==> src/pcg_pkg.sv <==
// Constants and types for the peripheral clock gating and pin routing block
// How it works
// - Timer 2 channel 2 route at bits 5:4: port C2, D0, G4; 11 reserved.
// - Timer 2 channel 1 route at bits 3:2: port C1, H1, F1; 11 reserved.
// - Timer 2 channel 0 route at bits 1:0: port C0, H0, F0; 11 reserved.
// - Gate bit 31 passes the bus clock to analog comparator 1.
// - Gate bit 30 passes the bus clock to analog comparator 0.
// - Gate bit 29 passes the bus clock to the converter.
// - Gate bit 27 passes the bus clock to the external interrupt module.
// - Gate bits 25 and 24 pass clocks to keyboard interrupt units 1 and 0.
// - Gate bit 22 passes the bus clock to serial port 2.
// - Gate bit 21 passes the bus clock to serial port 1.
// - Gate bit 20 passes the bus clock to serial port 0.
// - Gate bits 19 and 18 pass clocks to SPI controllers 1 and 0.
// - Gate bits 17 and 16 pass clocks to I2C controllers 1 and 0.
// - Gate bit 13 passes the bus clock to the debug port.
// - Gate bit 12 passes the bus clock to the flash block.
// - Gate bit 10 controls the CRC unit clock.
// - CRC gate 0 stops the CRC clock, 1 passes it.
// - Gate bits 28, 26, 23, 15:14 and 11 are reserved, read zero.
package pcg_pkg;
   // Bus widths
   localparam int ADDR_W = 12;
   localparam int DATA_W = 32;
   localparam int STRB_W = 4;
   // Register byte offsets
   localparam logic [11:0] ROUTE_OFFSET = 12'h010;
   localparam logic [11:0] GATE_OFFSET = 12'h014;
   // Route field positions and width
   localparam int ROUTE_W = 2;
   localparam int ROUTE_CH2_LSB = 4;
   localparam int ROUTE_CH1_LSB = 2;
   localparam int ROUTE_CH0_LSB = 0;
   // Reset values and writable masks
   localparam logic [31:0] ROUTE_RESET = 32'h0000_0000;
   localparam logic [31:0] ROUTE_WMASK = 32'h0000_003F;
   localparam logic [31:0] GATE_RESET = 32'h0000_3000;
   localparam logic [31:0] GATE_WMASK = 32'hEB7F_3400;
   // Route codes of a two-bit select field
   typedef enum logic [1:0] {
      PCG_ROUTE_ALT0 = 2'h0,
      PCG_ROUTE_ALT1 = 2'h1,
      PCG_ROUTE_ALT2 = 2'h2,
      PCG_ROUTE_RESV = 2'h3
   } pcg_route_t;
   // Bus slave states
   typedef enum logic [1:0] {
      PCG_IDLE = 2'b01,
      PCG_ACCESS = 2'b10
   } pcg_state_t;
   // Gate count, gate vector index and its register bit
   localparam int GATE_N = 16;
   localparam int GI_ANA_CMP1 = 0;
   localparam int GI_ANA_CMP0 = 1;
   localparam int GI_ADC = 2;
   localparam int GI_EXTIRQ = 3;
   localparam int GI_KEYPAD1 = 4;
   localparam int GI_KEYPAD0 = 5;
   localparam int GI_SERIAL2 = 6;
   localparam int GI_SERIAL1 = 7;
   localparam int GI_SERIAL0 = 8;
   localparam int GI_SPI_B = 9;
   localparam int GI_SPI_A = 10;
   localparam int GI_I2C_B = 11;
   localparam int GI_I2C_A = 12;
   localparam int GI_DEBUG = 13;
   localparam int GI_FLASH = 14;
   localparam int GI_CRC = 15;
   localparam int GATE_POS [GATE_N] = '{31, 30, 29, 27, 25, 24, 22, 21, 20, 19, 18, 17, 16, 13, 12, 10};
endpackage

==> src/pcg_reg_if.sv <==
// Register access carrier between the bus slave and the register file
`timescale 1ns/1ps
interface pcg_reg_if;
   logic wr_en;
   logic [11:0] addr;
   logic [31:0] wdata;
   logic [3:0] wstrb;
   logic [31:0] rdata;
   logic hit;
   modport bus (output wr_en, output addr, output wdata, output wstrb, input rdata, input hit);
   modport regs (input wr_en, input addr, input wdata, input wstrb, output rdata, output hit);
endinterface

==> src/pcg_top.sv <==
// Peripheral clock gating and timer 2 pin routing registers
//
// Local design decisions: the register offsets and the APB interface to the registers.
`timescale 1ns/1ps
module pcg_top (
   input wire logic pclk,
   input wire logic presetn,
   input wire logic pce,
   input wire logic psel,
   input wire logic penable,
   input wire logic pwrite,
   input wire logic [11:0] paddr,
   input wire logic [31:0] pwdata,
   input wire logic [3:0] pstrb,
   output logic [31:0] prdata,
   output logic pready,
   output logic pslverr,
   output logic [2:0] timer2_ch2_route,
   output logic [2:0] timer2_ch1_route,
   output logic [2:0] timer2_ch0_route,
   output logic analog_comparator_1_gclk,
   output logic analog_comparator_0_gclk,
   output logic converter_gclk,
   output logic ext_irq_gclk,
   output logic keypad_irq_1_gclk,
   output logic keypad_irq_0_gclk,
   output logic serial_port_2_gclk,
   output logic serial_port_1_gclk,
   output logic serial_port_0_gclk,
   output logic spi_ctrl_b_gclk,
   output logic spi_ctrl_a_gclk,
   output logic i2c_ctrl_b_gclk,
   output logic i2c_ctrl_a_gclk,
   output logic debug_port_gclk,
   output logic flash_gclk,
   output logic crc_gclk
);
   pcg_reg_if rif ();

   logic [31:0] route_reg;
   logic [31:0] route_next;
   logic [31:0] gate_reg;
   logic [31:0] gate_next;
   logic [31:0] route_merged;
   logic [15:0] gclk_vec;
   logic [15:0] en_q_vec;
   logic route_wr;
   logic gate_wr;

   // Byte-lane merge of write data under a writable mask
   function automatic logic [31:0] lane_merge(
      input logic [31:0] old_val,
      input logic [31:0] new_val,
      input logic [3:0] strb,
      input logic [31:0] wmask
   );
      logic [31:0] lane_mask;
      lane_mask = {{8{strb[3]}}, {8{strb[2]}}, {8{strb[1]}}, {8{strb[0]}}};
      lane_merge = (old_val & ~(lane_mask & wmask)) | (new_val & lane_mask & wmask);
   endfunction

   // Field update that refuses the reserved code
   function automatic logic [1:0] route_pick(
      input logic [1:0] old_code,
      input logic [1:0] new_code
   );
      route_pick = (new_code == pcg_pkg::PCG_ROUTE_RESV) ? old_code : new_code;
   endfunction

   // One-hot pin select from a route code
   function automatic logic [2:0] route_onehot(
      input logic [1:0] code
   );
      case (code)
         pcg_pkg::PCG_ROUTE_ALT0: route_onehot = 3'h1;
         pcg_pkg::PCG_ROUTE_ALT1: route_onehot = 3'h2;
         pcg_pkg::PCG_ROUTE_ALT2: route_onehot = 3'h4;
         default: route_onehot = 3'h0;
      endcase
   endfunction

   // Bus front end
   pcg_apb_slave u_apb (
      .pclk(pclk),
      .presetn(presetn),
      .pce(pce),
      .psel(psel),
      .penable(penable),
      .pwrite(pwrite),
      .paddr(paddr),
      .pwdata(pwdata),
      .pstrb(pstrb),
      .prdata(prdata),
      .pready(pready),
      .pslverr(pslverr),
      .rif(rif)
   );

   // Address decode and read mux
   assign route_wr = rif.wr_en && (rif.addr == pcg_pkg::ROUTE_OFFSET);
   assign gate_wr = rif.wr_en && (rif.addr == pcg_pkg::GATE_OFFSET);
   assign rif.hit = (rif.addr == pcg_pkg::ROUTE_OFFSET) || (rif.addr == pcg_pkg::GATE_OFFSET);

   always_comb begin
      if (rif.addr == pcg_pkg::ROUTE_OFFSET) begin
         rif.rdata = route_reg & pcg_pkg::ROUTE_WMASK;
      end else if (rif.addr == pcg_pkg::GATE_OFFSET) begin
         rif.rdata = gate_reg & pcg_pkg::GATE_WMASK;
      end else begin
         rif.rdata = 32'h0000_0000;
      end
   end

   // Next route value, reserved codes keep the old field
   always_comb begin
      route_merged = lane_merge(route_reg, rif.wdata, rif.wstrb, pcg_pkg::ROUTE_WMASK);
      route_next = route_merged;
      route_next[pcg_pkg::ROUTE_CH2_LSB +: pcg_pkg::ROUTE_W] =
         route_pick(route_reg[pcg_pkg::ROUTE_CH2_LSB +: pcg_pkg::ROUTE_W],
                    route_merged[pcg_pkg::ROUTE_CH2_LSB +: pcg_pkg::ROUTE_W]);
      route_next[pcg_pkg::ROUTE_CH1_LSB +: pcg_pkg::ROUTE_W] =
         route_pick(route_reg[pcg_pkg::ROUTE_CH1_LSB +: pcg_pkg::ROUTE_W],
                    route_merged[pcg_pkg::ROUTE_CH1_LSB +: pcg_pkg::ROUTE_W]);
      route_next[pcg_pkg::ROUTE_CH0_LSB +: pcg_pkg::ROUTE_W] =
         route_pick(route_reg[pcg_pkg::ROUTE_CH0_LSB +: pcg_pkg::ROUTE_W],
                    route_merged[pcg_pkg::ROUTE_CH0_LSB +: pcg_pkg::ROUTE_W]);
   end

   // Next gate value, reserved bits never stored
   assign gate_next = lane_merge(gate_reg, rif.wdata, rif.wstrb, pcg_pkg::GATE_WMASK);

   // Route register
   always_ff @(posedge pclk or negedge presetn) begin
      if (!presetn) begin
         route_reg <= pcg_pkg::ROUTE_RESET;
      end else if (pce && route_wr) begin
         route_reg <= route_next;
      end
   end

   // Gate register
   always_ff @(posedge pclk or negedge presetn) begin
      if (!presetn) begin
         gate_reg <= pcg_pkg::GATE_RESET;
      end else if (pce && gate_wr) begin
         gate_reg <= gate_next;
      end
   end

   // Registered one-hot pin selects for timer 2
   always_ff @(posedge pclk or negedge presetn) begin
      if (!presetn) begin
         timer2_ch2_route <= route_onehot(pcg_pkg::ROUTE_RESET[5:4]);
         timer2_ch1_route <= route_onehot(pcg_pkg::ROUTE_RESET[3:2]);
         timer2_ch0_route <= route_onehot(pcg_pkg::ROUTE_RESET[1:0]);
      end else if (pce) begin
         timer2_ch2_route <= route_onehot(route_reg[pcg_pkg::ROUTE_CH2_LSB +: pcg_pkg::ROUTE_W]);
         timer2_ch1_route <= route_onehot(route_reg[pcg_pkg::ROUTE_CH1_LSB +: pcg_pkg::ROUTE_W]);
         timer2_ch0_route <= route_onehot(route_reg[pcg_pkg::ROUTE_CH0_LSB +: pcg_pkg::ROUTE_W]);
      end
   end

   // One glitch-free gate per peripheral
   for (genvar gi = 0; gi < pcg_pkg::GATE_N; gi++) begin : g_gate
      pcg_clk_gate #(
         .RST_VAL(pcg_pkg::GATE_RESET[pcg_pkg::GATE_POS[gi]])
      ) u_gate (
         .clk(pclk),
         .rst_n(presetn),
         .ce(pce),
         .en(gate_reg[pcg_pkg::GATE_POS[gi]]),
         .en_q(en_q_vec[gi]),
         .gclk(gclk_vec[gi])
      );

      // Gate enable tracks its register bit
      a_gate_follows_bit: assert property (
         @(posedge pclk) disable iff (!presetn)
         pce |-> (en_q_vec[gi] == gate_reg[pcg_pkg::GATE_POS[gi]]))
         else $error("clock gate enable does not follow its register bit");

      // Gated clock carries its enable through the whole high phase
      a_gclk_high_phase: assert property (
         @(negedge pclk) disable iff (!presetn)
         gclk_vec[gi] == en_q_vec[gi])
         else $error("gated clock high phase does not match its enable");
   end

   // Named gated clocks
   assign analog_comparator_1_gclk = gclk_vec[pcg_pkg::GI_ANA_CMP1];
   assign analog_comparator_0_gclk = gclk_vec[pcg_pkg::GI_ANA_CMP0];
   assign converter_gclk = gclk_vec[pcg_pkg::GI_ADC];
   assign ext_irq_gclk = gclk_vec[pcg_pkg::GI_EXTIRQ];
   assign keypad_irq_1_gclk = gclk_vec[pcg_pkg::GI_KEYPAD1];
   assign keypad_irq_0_gclk = gclk_vec[pcg_pkg::GI_KEYPAD0];
   assign serial_port_2_gclk = gclk_vec[pcg_pkg::GI_SERIAL2];
   assign serial_port_1_gclk = gclk_vec[pcg_pkg::GI_SERIAL1];
   assign serial_port_0_gclk = gclk_vec[pcg_pkg::GI_SERIAL0];
   assign spi_ctrl_b_gclk = gclk_vec[pcg_pkg::GI_SPI_B];
   assign spi_ctrl_a_gclk = gclk_vec[pcg_pkg::GI_SPI_A];
   assign i2c_ctrl_b_gclk = gclk_vec[pcg_pkg::GI_I2C_B];
   assign i2c_ctrl_a_gclk = gclk_vec[pcg_pkg::GI_I2C_A];
   assign debug_port_gclk = gclk_vec[pcg_pkg::GI_DEBUG];
   assign flash_gclk = gclk_vec[pcg_pkg::GI_FLASH];
   assign crc_gclk = gclk_vec[pcg_pkg::GI_CRC];

   // Channel 2 select tracks its field one cycle later
   a_route2_decode: assert property (
      @(posedge pclk) disable iff (!presetn)
      pce |=> (timer2_ch2_route == (($past(route_reg[5:4]) == 2'h0) ? 3'h1 :
                                    ($past(route_reg[5:4]) == 2'h1) ? 3'h2 : 3'h4)))
      else $error("channel 2 pin select does not match its field");

   // Channel 1 select tracks its field one cycle later
   a_route1_decode: assert property (
      @(posedge pclk) disable iff (!presetn)
      pce |=> (timer2_ch1_route == (($past(route_reg[3:2]) == 2'h0) ? 3'h1 :
                                    ($past(route_reg[3:2]) == 2'h1) ? 3'h2 : 3'h4)))
      else $error("channel 1 pin select does not match its field");

   // Channel 0 select tracks its field one cycle later
   a_route0_decode: assert property (
      @(posedge pclk) disable iff (!presetn)
      pce |=> (timer2_ch0_route == (($past(route_reg[1:0]) == 2'h0) ? 3'h1 :
                                    ($past(route_reg[1:0]) == 2'h1) ? 3'h2 : 3'h4)))
      else $error("channel 0 pin select does not match its field");

   // No route field ever holds the reserved code
   a_route_no_resv: assert property (
      @(posedge pclk) disable iff (!presetn)
      (route_reg[5:4] != 2'h3) && (route_reg[3:2] != 2'h3) && (route_reg[1:0] != 2'h3))
      else $error("route field holds the reserved code");

   // A full write of channel 2 field lands next cycle
   a_route2_write: assert property (
      @(posedge pclk) disable iff (!presetn)
      (pce && route_wr && rif.wstrb[0] && (rif.wdata[5:4] != 2'h3))
      |=> (route_reg[5:4] == $past(rif.wdata[5:4])))
      else $error("channel 2 field write lost");

   // Reserved gate bits and unmodelled low bits stay zero
   a_gate_resv_zero: assert property (
      @(posedge pclk) disable iff (!presetn)
      (gate_reg & ~pcg_pkg::GATE_WMASK) == 32'h0000_0000)
      else $error("reserved gate bit became set");

   // Reading the gate register returns its value with reserved bits zero
   a_gate_readback: assert property (
      @(posedge pclk) disable iff (!presetn)
      (pce && psel && !penable && !pwrite && (paddr == pcg_pkg::GATE_OFFSET) && !pready)
      |=> (pready && (prdata == ($past(gate_reg) & 32'hEB7F_3400))))
      else $error("gate register read returned a wrong value");

   // CRC gate write shows at the gate within one cycle
   a_crc_gate_write: assert property (
      @(posedge pclk) disable iff (!presetn)
      (pce && gate_wr && rif.wstrb[1]) ##1 pce
      |-> (en_q_vec[pcg_pkg::GI_CRC] == $past(rif.wdata[10])))
      else $error("CRC gate did not take the written value");

   // Setup cycle is answered in the next cycle
   a_apb_answer: assert property (
      @(posedge pclk) disable iff (!presetn)
      (pce && psel && !penable && !pready) |=> pready)
      else $error("bus setup not answered in one cycle");

   // Unmapped address gives an error answer
   a_apb_unmapped: assert property (
      @(posedge pclk) disable iff (!presetn)
      (pce && psel && !penable && !pready && (paddr != pcg_pkg::ROUTE_OFFSET) && (paddr != pcg_pkg::GATE_OFFSET))
      |=> (pslverr && (prdata == 32'h0000_0000)))
      else $error("unmapped access not flagged");

   // Gate register holds while no write to it
   a_gate_hold: assert property (
      @(posedge pclk) disable iff (!presetn)
      !gate_wr |=> $stable(gate_reg))
      else $error("gate register changed without a write");

   // Route register holds while no write to it
   a_route_hold: assert property (
      @(posedge pclk) disable iff (!presetn)
      !route_wr |=> $stable(route_reg))
      else $error("route register changed without a write");

   // Reserved code written to channel 2 keeps the old field
   a_route2_resv_keep: assert property (
      @(posedge pclk) disable iff (!presetn)
      (pce && route_wr && rif.wstrb[0] && (rif.wdata[5:4] == 2'h3)) |=> $stable(route_reg[5:4]))
      else $error("channel 2 field took the reserved code");

   // Reserved code written to channel 1 keeps the old field
   a_route1_resv_keep: assert property (
      @(posedge pclk) disable iff (!presetn)
      (pce && route_wr && rif.wstrb[0] && (rif.wdata[3:2] == 2'h3)) |=> $stable(route_reg[3:2]))
      else $error("channel 1 field took the reserved code");

   // Reserved code written to channel 0 keeps the old field
   a_route0_resv_keep: assert property (
      @(posedge pclk) disable iff (!presetn)
      (pce && route_wr && rif.wstrb[0] && (rif.wdata[1:0] == 2'h3)) |=> $stable(route_reg[1:0]))
      else $error("channel 0 field took the reserved code");

   // Full-word gate write stores every gate bit, reserved bits dropped
   a_gate_full_write: assert property (
      @(posedge pclk) disable iff (!presetn)
      (pce && gate_wr && (rif.wstrb == 4'hF)) |=> (gate_reg == ($past(rif.wdata) & pcg_pkg::GATE_WMASK)))
      else $error("gate register full write lost");

   // Reading the route register returns its fields
   a_route_readback: assert property (
      @(posedge pclk) disable iff (!presetn)
      (pce && psel && !penable && !pwrite && (paddr == pcg_pkg::ROUTE_OFFSET) && !pready)
      |=> (pready && (prdata == ($past(route_reg) & pcg_pkg::ROUTE_WMASK))))
      else $error("route register read returned a wrong value");

   // Answer lasts exactly one access cycle
   a_apb_release: assert property (
      @(posedge pclk) disable iff (!presetn)
      (pce && psel && penable && pready) |=> !pready)
      else $error("bus answer did not end after completion");

   // Error and read data only beside an answer
   a_answer_quiet: assert property (
      @(posedge pclk) disable iff (!presetn)
      !pready |-> (!pslverr && (prdata == 32'h0000_0000)))
      else $error("bus error or data shown without an answer");

   // Clock enable low freezes registers and the answer
   a_ce_freeze: assert property (
      @(posedge pclk) disable iff (!presetn)
      !pce |=> ($stable(route_reg) && $stable(gate_reg) && $stable(pready)))
      else $error("state moved while the clock enable was low");

   // Register writes only at the completing edge
   a_write_at_done: assert property (
      @(posedge pclk) disable iff (!presetn)
      rif.wr_en |-> (psel && penable && pready))
      else $error("register write outside a completing transfer");
endmodule

==> src/pcg_clk_gate.sv <==
// Glitch-free clock gate with enable retimed on the falling edge
`timescale 1ns/1ps
module pcg_clk_gate #(
   parameter logic RST_VAL = 1'b0
) (
   input wire logic clk,
   input wire logic rst_n,
   input wire logic ce,
   input wire logic en,
   output logic en_q,
   output logic gclk
);
   // Enable changes only while the clock is low
   always_ff @(negedge clk or negedge rst_n) begin
      if (!rst_n) begin
         en_q <= RST_VAL;
      end else if (ce) begin
         en_q <= en;
      end
   end

   // Clock passes only with a stable enable
   assign gclk = clk & en_q;
endmodule

==> src/pcg_apb_slave.sv <==
// APB slave front end, zero wait state, registered answers
`timescale 1ns/1ps
module pcg_apb_slave (
   input wire logic pclk,
   input wire logic presetn,
   input wire logic pce,
   input wire logic psel,
   input wire logic penable,
   input wire logic pwrite,
   input wire logic [11:0] paddr,
   input wire logic [31:0] pwdata,
   input wire logic [3:0] pstrb,
   output logic [31:0] prdata,
   output logic pready,
   output logic pslverr,
   pcg_reg_if.bus rif
);
   pcg_pkg::pcg_state_t state_reg;
   logic setup;
   logic done;

   // Phase detection
   assign setup = (state_reg == pcg_pkg::PCG_IDLE) && psel && !penable;
   assign done = (state_reg == pcg_pkg::PCG_ACCESS) && psel && penable;

   // Request to the register file
   assign rif.addr = paddr;
   assign rif.wdata = pwdata;
   assign rif.wstrb = pstrb;
   assign rif.wr_en = pce && done && pwrite && rif.hit;

   // Transfer phase tracking
   always_ff @(posedge pclk or negedge presetn) begin
      if (!presetn) begin
         state_reg <= pcg_pkg::PCG_IDLE;
      end else if (pce) begin
         case (state_reg)
            pcg_pkg::PCG_IDLE: begin
               if (setup) begin
                  state_reg <= pcg_pkg::PCG_ACCESS;
               end
            end
            pcg_pkg::PCG_ACCESS: begin
               if (done) begin
                  state_reg <= pcg_pkg::PCG_IDLE;
               end
            end
            default: begin
               state_reg <= pcg_pkg::PCG_IDLE;
            end
         endcase
      end
   end

   // Answer captured in the setup cycle
   always_ff @(posedge pclk or negedge presetn) begin
      if (!presetn) begin
         pready <= 1'b0;
         pslverr <= 1'b0;
         prdata <= 32'h0000_0000;
      end else if (pce) begin
         if (setup) begin
            pready <= 1'b1;
            pslverr <= !rif.hit;
            prdata <= (!pwrite && rif.hit) ? rif.rdata : 32'h0000_0000;
         end else if (done) begin
            pready <= 1'b0;
            pslverr <= 1'b0;
            prdata <= 32'h0000_0000;
         end
      end
   end
endmodule

==> config.mk <==
export PLATFORM = sky130hd
export DESIGN_NAME = pcg_top
export DESIGN_NICKNAME = d
export VERILOG_FILES = /design/src/pcg_pkg.sv /design/src/pcg_reg_if.sv /design/src/pcg_top.sv /design/src/pcg_clk_gate.sv /design/src/pcg_apb_slave.sv
export SDC_FILE = /design/constraint.sdc
export NUM_CORES = 1
export LEC_CHECK = 0
export BUFFER_PORTS_ARGS = -buffer_cell sky130_fd_sc_hd__buf_2
export CAP_MARGIN = 15
export CORE_ASPECT_RATIO = 0.75
export CORE_MARGIN = 3
export CORE_UTILIZATION = 53
export CTS_CLUSTER_DIAMETER = 100
export DETAILED_ROUTE_END_ITERATION = 7
export PLACE_DENSITY_LB_ADDON = 0.15
export RECOVER_POWER = 25
export SYNTH_ARGS = -nofsm -noshare
export SYNTH_HDL_FRONTEND = slang
export SYNTH_SLANG_ARGS = --single-unit
==> constraint.sdc <==
create_clock -name pclk -period 3.39 [get_ports pclk]
set_input_delay 0.1695 -clock pclk [delete_from_list [all_inputs] [get_ports pclk]]
set_output_delay 0.1695 -clock pclk [all_outputs]
set_load 0.005 [all_outputs]
## Yosys cells after proc, flatten, opt, wreduce, memory -nomap -nowiden

Cells that the tools add are included.

- Output and inout port bits: 59
- Bits in registers: 125
- Bits of input ports: 54
- Word-level logic and storage cells: 108

- Reduce and logical (&&, ||, !) cells: 25
- Bitwise gates (word level): 26
- Equal/unequal tests: 15
- Mux-type cells: 14

Operators by type and width:

| cell | count |
|---|---|
| $mux W32 | 5 |
| $and A32 B32 Y32 | 3 |
| $not A32 Y32 | 1 |
| $not A6 Y32 | 1 |
| $or A32 B32 Y32 | 1 |
| $or A32 B6 Y32 | 1 |
| $pmux W3 S3 | 3 |
| $eq A12 B5 Y1 const B | 2 |
| $and A1 B1 Y1 | 16 |
| $eq A2 B2 Y1 const B | 7 |
| $logic_and A1 B1 Y1 | 12 |
| $eq A2 B1 Y1 const B | 4 |
| $reduce_and A2 Y1 | 4 |
| $logic_not A2 Y1 | 3 |
| $mux W2 | 2 |
| $ne A2 B1 Y1 const B | 2 |
| $pmux W2 S2 | 1 |
| $logic_not A1 Y1 | 3 |
| $mux W1 | 3 |
| $not A1 Y1 | 3 |
| $reduce_and A3 Y1 | 1 |
| $reduce_bool A2 Y1 | 1 |
| $logic_or A1 B1 Y1 | 1 |

## Longest topological paths before layout

- Depth after elaboration: 9
- Depth in mapped cells: 7
- Gate-level depth less buffers: 4

## By module

From an unflattened synthesis, not the netlist that was laid out.

- Cell total of the unflattened synthesis: 337
- Area total of the unflattened synthesis: 4,147.7 um2

Modules (own cells, without submodules):

| module | sequential area each (um2) | instances | area an instance (um2) | cells an instance |
|---|---|---|---|---|
| pcg_apb_slave | 902.1 | 1 | 1,767.9 | 145 |
| pcg_top | 782.0 | 1 | 1,629.1 | 142 |
| pcg_clk_gate (g_gate[0].u_gate ...) | 25.0 | 14 | 46.3 | 3 |
| pcg_clk_gate (g_gate[13].u_gate ...) | 26.3 | 2 | 51.3 | 4 |

==> out/metrics.yaml <==
run_status:
  status: "completed"
finish:
  nNetsFinal: 419
  antennaDiodeCount: 0
  fin_util_pct: 75.43
  fillers: 387
  multi_input_area_um2: 1152
  final_cells: 447
  drive_gt1_share_pct: 44.35
  area_growth_pct: 32.87
  design_area_um2: 4168
  regArea_um2: 1837
timing:
  hold_viol_final: 0
  rsz0062_at_grt: "no"
  slew_viol_final: 0
  fin_ws_ns: 0.3056
  finalSetupViolCount: 0
  setup_tns_ns: 0
  maxSlewHeadroom_pct: 12.71
  worstMarginPinSlew_ns: 1.309
  worst_clock_skew_ns: 0.05573
worst_setup_path:
  crit_path_top_delay_cell: "dfstp_2"
  crit_type: "flip-flop to primary output"
  r2r_slack_ns: 0.85
  critical_path_arrival_ns: 2.91
  cp-start-kind: "flip-flop"
  max_stage_delay_ns: 0.51
  cp_max_fo: 2
  required_ns: 3.22
  cp-end-kind: "primary output"
  crit_path_cell_trace: "and2_1, buf_2"
floorplan:
  io_pins: 113
  dieArea_um2: 6887
  fp.dieH_um: 72.63
  initial_utilization_pct: 56.77
  die_w_um: 94.83
  fp.coreArea_um2: 5525
  num_rows: 23
flow_run:
  drv_cap: 0
global_route:
  grt_pass1_vias: 2560
  grt_max_degree: 43
  antenna_found_initial: 0
  gr-total-overflow: 0
  grtUsageTotal_pct: 23.68
  grt_pass1_wl_um: 11830
power_and_ir_drop:
  peakVddDrop_mv: 0.3237
  p_int_uw: 1688
  switchingPower_uw: 526.9
  comb_power_share_pct: 5.5
  power.leakage_uw: 0.002192
  swShare_pct: 23.79
  p_clk_share_pct: 53.9
  seq_power_share_pct: 40.5
  p_per_area_nw_per_um2: 531.4
clock_tree:
  clkTransAtPathRegs_ns: 0.07
  cts_tree: "yes"
  cts_resized: 0
  insertion_delay_ns: 0.50
drt:
  first_pass_iters: 4
  viasPerCell: 5.302
  via_count: 2370
  ant_nets: 0
  drc_errors: 0
  first_iter_violations: 67
  wl_per_cell_um: 16.34
  wirelength_um: 7306
placement:
  place.gp.congestion: 0.7332
  dpl.cell_count: 403
  place_ws_ns: 0.5908
  dp_hpwl_um: 4706
  port_buffers: 92
  place_area_um2: 3610
synthesis:
  synth_cell_type_count: 39
  synth_seq_cells: 73
  yosysSeqAreaShare_pct: 58.56
  synth_cells: 245
  avgSynthCellArea_um2: 12.80
  netlist_top_cells_area: "dfrtp_1 (41%), mux2_2 (12%), dfrtn_1 (11%), dfstp_2 (6.7%), a22o_1 (6.1%)"
  syn_area_um2: 3137
  synth_top_area_share_pct: 40.69
  ys_warn_count: 0
  yosysTopAreaCell: "dfrtp_1"
min_path:
  hold_class: "primary input to flip-flop"
==> critical path: cells and delay by family, from the launching register on <==
family / cells / cell delay, ns
buffers and inverters: 1 / 0.10
and+or+nand+nor: 1 / 0.10
DFF: 1 / 0.51
==> cells in the final DEF (no fill, tap or decap), types with 5 or more instances in the layout <==
| cell | n |
|---|---|
| a22o_1 | 22 |
| dfrtn_1 | 14 |
| dlygate4sd3_1 | 17 |
| clkbuf_8 | 13 |
| a31oi_1 | 9 |
| nand2_1 | 6 |
| and2_1 | 16 |
| conb_1 | 10 |
| clkbuf_16 | 6 |
| buf_2 | 91 |
| dfrtp_1 | 51 |
| inv_1 | 8 |
| nor2_1 | 10 |
| a21oi_1 | 5 |
| o21ai_0 | 5 |
| dfstp_2 | 8 |
| nor3_1 | 5 |
| mux2_2 | 34 |
==> cell families after synthesis <==
family / Yosys count / share of synthesized area [%]
other: 1 / 0.1196
muxes: 35 / 12.56
DFF: 73 / 58.56
AOI/OAI and AO/OA: 47 / 10.85
and+or+nand+nor: 59 / 12.13
buffers and inverters: 30 / 5.784
==> layer usage <==
layer / GRT usage [%] / vias to the layer above / wire length, µm
li1: - / 1102 / -
met1: 27.19 / 1160 / 3022
met2: 35.70 / 90 / 3532
met3: 12.89 / 18 / 643
met4: 12.64 / 0 / 107
met5: 0 / - / 0
==> synthesized netlist by cell type <==
cell      count
a21o_1        1
a21oi_1       5
a22o_1       22
a31oi_1       9
and2_1       16
and3_1        2
and3b_1       2
buf_2         4
buf_4        11
buf_6         3
clkbuf_1      5
conb_1        1
dfrtn_1      14
dfrtp_1      51
dfstp_2       8
inv_1         7
mux2_1        1
mux2_2       34
nand2_1       6
nand2b_1      2
nand3_1       1
nand3b_1      3
nand4_1       1
nand4_4       2
nand4b_1      1
nand4b_2      1
nor2_1       10
nor2_2        1
nor2_4        1
nor2b_1       1
nor3_1        5
nor3b_1       1
nor4_1        1
nor4b_1       1
o211ai_1      1
o21ai_0       5
o22ai_1       3
o31ai_1       1
or2_2         1
==> per-stage QoR <==
stage | total power (µW) | hold WS (ns)
after floorplan | 992.6 | -0.1261
after global placement | 1028 | 0.1893
after detailed placement | 1031 | 0.1917
after CTS | 2249 | 0.004475
after global routing | 2318 | 0.03316
final | 2215 | 0.01738
==> power by group through the flow <==
stage / logic (µW) / clock network, µW / registers (µW)
after floorplan: 53.1 / 28.0 / 912
after global placement: 107 / 7.78 / 913
after detailed placement: 109 / 7.78 / 914
after CTS: 125 / 1230 / 898
after global routing: 139 / 1280 / 900
final: 123 / 1190 / 898
==> repair_timing <==
item	in CTS	in global routing
buffers inserted	0	0
hold buffers	17	0
endpoints found under the hold margin	39	0
==> final cells by class <==
type	count	area share, %
sequential	73	44.07
multi-input combinational	151	27.65
timing repair buffer	98	13.99
clock buffer	37	9.997
tap	75	2.252
clock inverter	7	1.501
inverter	6	0.5404
==> path summary, 6_finish.rpt <==
check                                                   start                                 end  depth (start not counted)
setup / recovery           g_gate[13].u_gate.en_q$_DFFE_NN1P_                     debug_port_gclk                          2
hold / removal                                        penable           u_apb.pslverr$_DFFE_PN0P_                          2
setup reg to reg                                    flip-flop   g_gate[6].u_gate.en_q$_DFFE_NN0P_                          1
hold reg to reg             g_gate[4].u_gate.en_q$_DFFE_NN0P_   g_gate[4].u_gate.en_q$_DFFE_NN0P_                          1
max in group asynchronous                             presetn  g_gate[14].u_gate.en_q$_DFFE_NN1P_                          2
min in group asynchronous                             presetn        u_apb.prdata[21]$_DFFE_PN0P_                          2
Power figures use the tool's default switching activity.
